File: config.mk
export PLATFORM = sky130hd
export DESIGN_NAME = rxwb_status_writeback
export DESIGN_NICKNAME = d
export VERILOG_FILES = /design/src/rxwb_pkg.sv /design/src/rxwb_status_writeback.sv
export SDC_FILE = /design/constraint.sdc
export NUM_CORES = 1
export LEC_CHECK = 0
export ABC_CLOCK_PERIOD_IN_PS = 2950
export BUFFER_PORTS_ARGS = -buffer_cell sky130_fd_sc_hd__buf_4
export CORE_MARGIN = 5
export CORE_UTILIZATION = 59
export DETAILED_ROUTE_END_ITERATION = 8
export PLACE_DENSITY = 0.84
export SYNTH_ARGS = -nofsm -noshare
export SYNTH_HDL_FRONTEND = slang
export SYNTH_SLANG_ARGS = --single-unit
File: constraint.sdc
create_clock -name clk -period 2.95 [get_ports clk]
set_clock_uncertainty 0.15 [all_clocks]
set_input_delay 0.4425 -clock clk [delete_from_list [all_inputs] [get_ports clk]]
set_output_delay 0.4425 -clock clk [all_outputs]
set_load 0.01 [all_outputs]
File: src/rxwb_pkg.sv
// Purpose: Constants for the receive descriptor status writeback block
// Assumes: Avalon-MM register bus, 32-bit data, word addresses in bytes
// Notes: Header word layout is fixed here; offsets of registers are local choices
package rxwb_pkg;
    // ============================================================
    // Register byte offsets
    localparam logic [7:0] RXWB_ADDR_HIGH_OFS = 8'h00;
    localparam logic [7:0] RXWB_ADDR_LOW_OFS = 8'h04;
    localparam logic [7:0] RXWB_QCOUNT_OFS = 8'h08;
    localparam logic [7:0] RXWB_MODE_OFS = 8'h0C;
    localparam logic [7:0] RXWB_STATUS_OFS = 8'h10;
    localparam logic [7:0] RXWB_QPOP_OFS = 8'h14;
    localparam logic [7:0] RXWB_QHEAD_LO_OFS = 8'h18;
    localparam logic [7:0] RXWB_QHEAD_HI_OFS = 8'h1C;
    // ============================================================
    // Mode register bit positions
    localparam int RXWB_MODE_OVERSIZE_PERMIT = 0;
    localparam int RXWB_MODE_PASS_ERR = 1;
    localparam int RXWB_MODE_VLAN_EN = 2;
    localparam int RXWB_MODE_VLAN_TABLE_EN = 3;
    localparam int RXWB_MODE_IP_CHK = 4;
    localparam int RXWB_MODE_TCP_CHK = 5;
    localparam int RXWB_MODE_UDP_CHK = 6;
    localparam logic [6:0] RXWB_MODE_RESET = 7'h00;
    // ============================================================
    // Header word 0 field positions
    localparam int RXWB_H_LEN_LSB = 0;
    localparam int RXWB_H_FCNT_LSB = 16;
    localparam int RXWB_H_LENERR = 22;
    localparam int RXWB_H_STATION = 23;
    localparam int RXWB_H_BCAST = 24;
    localparam int RXWB_H_MCAST = 25;
    localparam int RXWB_H_OVERSIZE = 26;
    localparam int RXWB_H_OVERFLOW = 27;
    localparam int RXWB_H_CRC = 28;
    localparam int RXWB_H_RUNT = 29;
    localparam int RXWB_H_ALIGN = 30;
    localparam int RXWB_H_SUMMARY = 31;
    // Header word 1 field positions
    localparam int RXWB_H_VIDX_LSB = 0;
    localparam int RXWB_H_VHIT = 8;
    localparam int RXWB_H_IPERR = 10;
    localparam int RXWB_H_TCPERR = 11;
    localparam int RXWB_H_UDPERR = 12;
    localparam int RXWB_H_IPPRES = 13;
    localparam int RXWB_H_TCPPRES = 14;
    localparam int RXWB_H_UDPPRES = 15;
    // ============================================================
    // Sizes and reset values
    localparam int RXWB_QDEPTH = 8;
    localparam int RXWB_QPTR_W = 3;
    localparam logic [31:0] RXWB_WORD_RESET = 32'h0000_0000;
    localparam logic [3:0] RXWB_QCOUNT_RESET = 4'h0;
    localparam logic [31:0] RXWB_UNMAPPED_DATA = 32'h0000_0000;
endpackage

File: src/rxwb_status_writeback.sv
// Purpose: Rewrites a receive descriptor header after frame delivery, and queues
//          64-bit descriptor addresses written by software.
// Assumes: Frame classifier, MAC and checksum engines report results on rx_done;
//          fragment fields and header inputs are from the same clock.
// Notes: Bus answers every access one cycle after it is seen (waitrequest high once).
// What this block does
// - After delivery, rewrite header with length, status
// - Length field reports true frame length
// - Fragment count copied from host value
// - Station match flag on own address
// - Broadcast flag on all-ones destination
// - Multicast flag when filter passes frame
// - Oversize flag; error only when permit is off and pass-error is on
// - Overflow: store what fits, flag error
// - CRC error flag on check mismatch
// - Runt flag on short frame
// - Alignment flag on non-octet length
// - Length flag when payload below length field
// - Summary error ORs errors, plus oversize case
// - VLAN hit needs both enables and match
// - VLAN index names matching entry when hit
// - IP checksum error only when enabled, present
// - TCP checksum error only when enabled, present
// - UDP checksum error only when enabled, present
// - Header-present flags always reported
// - Fragment address/length copied unchanged
// - Reserved header fields written as zero
// - Upper address write only stages, no command
// - Upper first; lower write queues, counts
//
// The Avalon-MM interface to the registers and the placing of the registers were chosen for this implementation.
`timescale 1ns/1ps
module rxwb_status_writeback
    import rxwb_pkg::*;
(
    input wire logic clk,
    input wire logic reset_n,
    // Avalon-MM slave
    input wire logic [7:0] avs_address,
    input wire logic avs_read,
    input wire logic avs_write,
    input wire logic [31:0] avs_writedata,
    input wire logic [3:0] avs_byteenable,
    output logic [31:0] avs_readdata,
    output logic avs_waitrequest,
    // Frame results from the receive path
    input wire logic rx_done,
    input wire logic [15:0] rx_frame_length,
    input wire logic [15:0] rx_bytes_stored,
    input wire logic [15:0] rx_buffer_space,
    input wire logic [5:0] fragment_count,
    input wire logic [31:0] fragment_address,
    input wire logic [15:0] fragment_length,
    input wire logic da_is_station,
    input wire logic da_is_broadcast,
    input wire logic mcast_pass,
    input wire logic frame_oversize,
    input wire logic crc_mismatch,
    input wire logic frame_runt,
    input wire logic frame_misaligned,
    input wire logic payload_short,
    input wire logic vlan_match,
    input wire logic [7:0] vlan_match_index,
    input wire logic ip_header_present,
    input wire logic tcp_header_present,
    input wire logic udp_header_present,
    input wire logic ip_checksum_bad,
    input wire logic tcp_checksum_bad,
    input wire logic udp_checksum_bad,
    // Header writeback
    output logic hdr_valid,
    output logic [31:0] hdr_word0,
    output logic [31:0] hdr_word1,
    output logic [31:0] hdr_frag_address,
    output logic [31:0] hdr_frag_length,
    output logic [15:0] store_length,
    output logic rx_cmd_pending
);
    // ============================================================
    // State
    typedef struct packed {
        logic [31:0] addr_high;
        logic [6:0] mode;
        logic [RXWB_QDEPTH-1:0] [63:0] fifo;
        logic [RXWB_QPTR_W-1:0] wr_ptr;
        logic [RXWB_QPTR_W-1:0] rd_ptr;
        logic [3:0] qcount;
        logic answer;
        logic waitreq;
        logic pending;
        logic [31:0] readdata;
        logic hdr_valid;
        logic [31:0] word0;
        logic [31:0] word1;
        logic [31:0] frag_addr;
        logic [31:0] frag_len;
        logic [15:0] store_len;
        logic [31:0] last_word0;
    } rxwb_state_t;

    rxwb_state_t state_reg;
    rxwb_state_t state_next;

    function automatic logic [31:0] rxwb_mask(input logic [31:0] old_v, input logic [31:0] new_v,
                                              input logic [3:0] be);
        logic [31:0] r;
        r = old_v;
        for (int i = 0; i < 4; i++) begin
            if (be[i]) begin
                r[i*8 +: 8] = new_v[i*8 +: 8];
            end
        end
        return r;
    endfunction

    function automatic logic rxwb_hit(input logic [7:0] a, input logic [7:0] ofs);
        return a == ofs;
    endfunction

    logic oversize_err;
    logic summary;
    logic [31:0] w0;
    logic [31:0] w1;
    logic [63:0] head;

    always_comb begin
        // Oversize counts as error only when not permitted
        oversize_err = frame_oversize && !state_reg.mode[RXWB_MODE_OVERSIZE_PERMIT];
        summary = payload_short | (rx_bytes_stored < rx_frame_length) | crc_mismatch
                  | frame_runt | frame_misaligned
                  | (oversize_err && state_reg.mode[RXWB_MODE_PASS_ERR]);
        w0 = RXWB_WORD_RESET;
        w0[RXWB_H_LEN_LSB +: 16] = rx_frame_length;
        w0[RXWB_H_FCNT_LSB +: 6] = fragment_count;
        w0[RXWB_H_LENERR] = payload_short;
        w0[RXWB_H_STATION] = da_is_station;
        w0[RXWB_H_BCAST] = da_is_broadcast;
        w0[RXWB_H_MCAST] = mcast_pass;
        w0[RXWB_H_OVERSIZE] = frame_oversize;
        w0[RXWB_H_OVERFLOW] = rx_frame_length > rx_buffer_space;
        w0[RXWB_H_CRC] = crc_mismatch;
        w0[RXWB_H_RUNT] = frame_runt;
        w0[RXWB_H_ALIGN] = frame_misaligned;
        w0[RXWB_H_SUMMARY] = summary | w0[RXWB_H_OVERFLOW];
        w1 = RXWB_WORD_RESET;
        w1[RXWB_H_VHIT] = vlan_match && state_reg.mode[RXWB_MODE_VLAN_EN]
                          && state_reg.mode[RXWB_MODE_VLAN_TABLE_EN];
        // Index left zero on miss so software never sees stale entries
        w1[RXWB_H_VIDX_LSB +: 8] = w1[RXWB_H_VHIT] ? vlan_match_index : 8'h00;
        w1[RXWB_H_IPERR] = state_reg.mode[RXWB_MODE_IP_CHK] && ip_header_present
                           && ip_checksum_bad;
        w1[RXWB_H_TCPERR] = state_reg.mode[RXWB_MODE_TCP_CHK] && tcp_header_present
                            && tcp_checksum_bad;
        w1[RXWB_H_UDPERR] = state_reg.mode[RXWB_MODE_UDP_CHK] && udp_header_present
                            && udp_checksum_bad;
        w1[RXWB_H_IPPRES] = ip_header_present;
        w1[RXWB_H_TCPPRES] = tcp_header_present;
        w1[RXWB_H_UDPPRES] = udp_header_present;
        head = state_reg.fifo[state_reg.rd_ptr];

        state_next = state_reg;
        state_next.hdr_valid = 1'b0;
        // ========================================================
        // Header rewrite on frame completion
        if (rx_done) begin
            state_next.hdr_valid = 1'b1;
            state_next.word0 = w0;
            state_next.word1 = w1;
            state_next.last_word0 = w0;
            state_next.frag_addr = fragment_address;
            state_next.frag_len = {16'h0000, fragment_length};
            // Only what fits is stored; the rest is dropped
            state_next.store_len = (rx_frame_length > rx_buffer_space) ? rx_buffer_space
                                   : rx_frame_length;
        end
        // ========================================================
        // Bus slave: one wait cycle, then answer
        state_next.answer = 1'b0;
        if ((avs_read || avs_write) && !state_reg.answer) begin
            // Read data latched here so it stands while waitrequest is low
            state_next.answer = 1'b1;
            state_next.readdata = RXWB_UNMAPPED_DATA;
            if (avs_read) begin
                case (avs_address)
                    RXWB_QCOUNT_OFS: state_next.readdata = {28'h0, state_reg.qcount};
                    RXWB_MODE_OFS: state_next.readdata = {25'h0, state_reg.mode};
                    RXWB_STATUS_OFS: state_next.readdata = state_reg.last_word0;
                    RXWB_QHEAD_LO_OFS: state_next.readdata = head[31:0];
                    RXWB_QHEAD_HI_OFS: state_next.readdata = head[63:32];
                    default: state_next.readdata = RXWB_UNMAPPED_DATA;
                endcase
            end
        end
        // Writes commit only at the edge where waitrequest is seen low
        if (avs_write && state_reg.answer) begin
            if (rxwb_hit(avs_address, RXWB_ADDR_HIGH_OFS)) begin
                // Staging only; no command is started here
                state_next.addr_high = rxwb_mask(state_reg.addr_high, avs_writedata,
                                                 avs_byteenable);
            end else if (rxwb_hit(avs_address, RXWB_ADDR_LOW_OFS)) begin
                // Full queue drops the push rather than overwrite
                if (state_reg.qcount != 4'(RXWB_QDEPTH)) begin
                    state_next.fifo[state_reg.wr_ptr] = {state_reg.addr_high,
                        rxwb_mask(RXWB_WORD_RESET, avs_writedata, avs_byteenable)};
                    state_next.wr_ptr = state_reg.wr_ptr + 3'h1;
                    state_next.qcount = state_reg.qcount + 4'h1;
                end
            end else if (rxwb_hit(avs_address, RXWB_MODE_OFS)) begin
                state_next.mode = 7'(rxwb_mask({25'h0, state_reg.mode}, avs_writedata,
                                               avs_byteenable));
            end else if (rxwb_hit(avs_address, RXWB_QPOP_OFS)) begin
                if (state_reg.qcount != RXWB_QCOUNT_RESET) begin
                    state_next.rd_ptr = state_reg.rd_ptr + 3'h1;
                    state_next.qcount = state_reg.qcount - 4'h1;
                end
            end
        end
        state_next.waitreq = !state_next.answer;
        state_next.pending = state_next.qcount != RXWB_QCOUNT_RESET;
    end

    always_ff @(posedge clk or negedge reset_n) begin
        if (!reset_n) begin
            state_reg <= '0;
            // Idle bus stalls until an access is accepted
            state_reg.waitreq <= 1'b1;
        end else begin
            state_reg <= state_next;
        end
    end

    assign avs_readdata = state_reg.readdata;
    assign avs_waitrequest = state_reg.waitreq;
    assign hdr_valid = state_reg.hdr_valid;
    assign hdr_word0 = state_reg.word0;
    assign hdr_word1 = state_reg.word1;
    assign hdr_frag_address = state_reg.frag_addr;
    assign hdr_frag_length = state_reg.frag_len;
    assign store_length = state_reg.store_len;
    assign rx_cmd_pending = state_reg.pending;
endmodule // rxwb_status_writeback

==> flow_summary.yaml <==
cts:
  clock_sinks: 708
  clk_path_buf_depth: 3
  htree_levels: 3
  clkTransAtPathRegs_ps: 60
  cts_root_buf: "clkbuf_16"
  cts_tree: "yes"
  cts_setup_buffers: 0
  cts_buffers: 73
  insertion_delay_ps: 610
run_status:
  status: "finished, final reports clean"
synth:
  ys_types: 63
  synth.area.top_cells: "dfrtp_1, mux2_2, mux4_2, buf_4, mux2i_1"
  synth.yosys.seq_area_share_pct: 52.7
  yosysTopAreaCellShare_pct: 52.6
  synth_seq_cells: 708
  synth_area_um2: 33600
  ys_warn_count: 0
  syn-instance-count: 2417
  synth_edf_count: 0
  async_reset_ff_share_pct: 100
  synth_area_leader_cell: "dfrtp_1"
  yosysMostFrequentCell: "dfrtp_1"
  syn_area_per_cell_um2: 13.9
  synth_common_cells: "dfrtp_1, mux2_2, buf_4"
  synthFlopType: "dfrtp_1"
floorplan:
  dieHeight_um: 249
  die_w_um: 249
  initial_core_util_pct: 59.7
  ios: 353
  core_area_um2: 56400
  dieArea_um2: 61900
  num_rows: 87
placement:
  hpwl_mm: 55.3
  place_area_um2: 36300
  portBuffers: 319
  placed_cells: 3281
  gp_congestion: 0.935
detailed_routing:
  wl_per_cell_um: 24.5
  drt_iter0_markers: 1587
  viasPerCell: 6.08
  drc: 0
  drt_pass1_iterations: 5
  drt-total-wl_mm: 86.7
  antenna_left: 0
  vias: 21500
pwr:
  p_per_area_nw_per_um2: 528
  p_comb_share_pct: 7.9
  sw_frac_of_total_pct: 23.0
  clkPwrFrac_pct: 44.5
  ir_worst_vdd_uv: 518
  power_frac_seq_pct: 47.7
  total_power_mw: 21.1
  p_int_mw: 16.3
  p_leak_nw: 19.2
  switchingPower_mw: 4.85
global_route:
  antenna_found_initial: 2
  gr-total-overflow: 0
  grt_pass1_wl_mm: 138
  grt_max_degree: 89
  grt_pass1_vias: 23500
  grtUsageTotal_pct: 28.0
critical_path:
  critPathArrivalTime_ps: 3200
  cp-start-kind: "flip-flop"
  endpoint_kind: "flip-flop"
  critPathMaxFanout: 18
  crit_type: "flip-flop to flip-flop"
  worstPathRequired_ps: 3290
timing:
  slew_headroom_pct: 40.7
  setup_viol: 0
  hold_viol_final: 0
  worstMarginPinSlew_ps: 889
  tns_ps: 0
  rsz0062_at_grt: "no"
  max_freq_mhz: 350
  min_period_ps: 2860
  final.period_utilization_pct: 97.0
  slew_viol_final: 0
cells_and_area:
  largest_register_ffs: 594
  fin_cells: 3535
  finish.instance_area_um2: 40000
  drive_gt1_share_pct: 46.7
  num-fill-cells: 3570
  areaGrowthSynthToFinish_pct: 18.8
  final_nets: 2931
run:
  drv_cap: 0
worst_hold_path:
  hold_path.class: "input pin to flip-flop"
## cells in the final DEF, fill, tap and decap left out, types with 6 or more instances in the layout
cell             n
clkinv_2        11
nor3_1           6
or2_2            7
ha_1            35
clkbuf_16       79
mux4_2         128
nand2_1         80
mux2_2         604
dfrtp_1        703
or4_1           18
and3_1          19
o21ai_0         31
o221ai_1        24
mux2_1          14
nand3_1         31
a22o_1           9
buf_4          391
and2_1          36
inv_1           55
clkbuf_1        13
buf_12          31
a311o_1         16
dlygate4sd3_1  122
nand4_1         12
conb_1          33
mux2i_1         66
a21oi_1         57
nor2_1          49
clkbuf_8        18
## area by class of cell
type	count	area [µm²]	share of cell area, %
timing repair buffer	545	4790	12.0
antenna	2	5.00	0.0125
inverter	55	206	0.517
clock inverter	20	196	0.492
sequential	708	17700	44.4
tap	756	946	2.37
clock buffer	110	2270	5.69
multi-input combinational	1339	13800	34.6
## worst paths after layout
check	start	end	slack (ps)	cells after the start
setup reg to reg	state_reg[212]	state_reg[506]	90	9
hold / removal	frame_oversize	state_reg[26]	30	2
setup / recovery	state_reg[212]	state_reg[506]	90	9
min in group asynchronous	reset_n	state_reg[331]	280	2
hold reg to reg	hdr_word1[8]	hdr_word1[8]	330	1
max in group asynchronous	reset_n	state_reg[771]	1400	4
## worst max-delay path: stages, from the launching register on
cell and delay (ps):
dfrtp_1 430, inv_1 110, ha_1 250, nand2_1 130, nor2_1 90, or2_1 350, nor4b_2 380, buf_4 280
buf_12 210, mux2_2 370
## kinds of logic (layout without fill, tap and decap cells)
group	Yosys count	count (layout)	share of synthesized area [%]
XOR/XNOR	5	5	0.130
AO/OA/AOI/OAI	171	171	3.44
buffers and inverters	402	730	6.79
multiplexers	812	812	31.2
other	1	35	0.0111
adder cells (fa/ha/maj)	35	35	1.30
flip-flops	708	708	52.7
AND/OR/NAND/NOR	283	283	4.44
## power groups by stage
stage | sequential [mW] | clock (mW) | combinational (mW)
final | 10.1 | 9.39 | 1.66
after CTS | 10.1 | 9.51 | 1.66
after floorplan | 10.1 | 0 | 0.872
after global placement | 10.2 | 0 | 1.48
after global routing | 10.1 | 9.93 | 1.81
after detailed placement | 10.2 | 0 | 1.52
## per-stage QoR
stage | utilization (%) | hold slack (ps) | worst slack (ps)
5_1_grt | 70.9 | 15.5 | 4.11
3_5_place_dp | 64.3 | 303 | -51.3
6_report | 70.9 | 33.5 | 89.9
3_3_place_gp | 64.3 | 298 | 16.3
4_1_cts | 70.9 | 10.9 | 139
2_1_floorplan | - | -3.09 | 300
## repair_timing
item | 4_1_cts | 5_1_grt
setup endpoints to repair | 0 | 93
hold endpoints to repair | 186 | 0
resized for setup | 0 | 1
hold buffers | 122 | 0
## per-layer routing
layer | share of wire [%] | global-route usage (%)
met3 | 6.2 | 4.98
met2 | 51 | 47.8
met4 | 2.8 | 8.48
met5 | 0.015 | 0
met1 | 40 | 37.2
No activity file was read; power rests on OpenSTA's default activity.
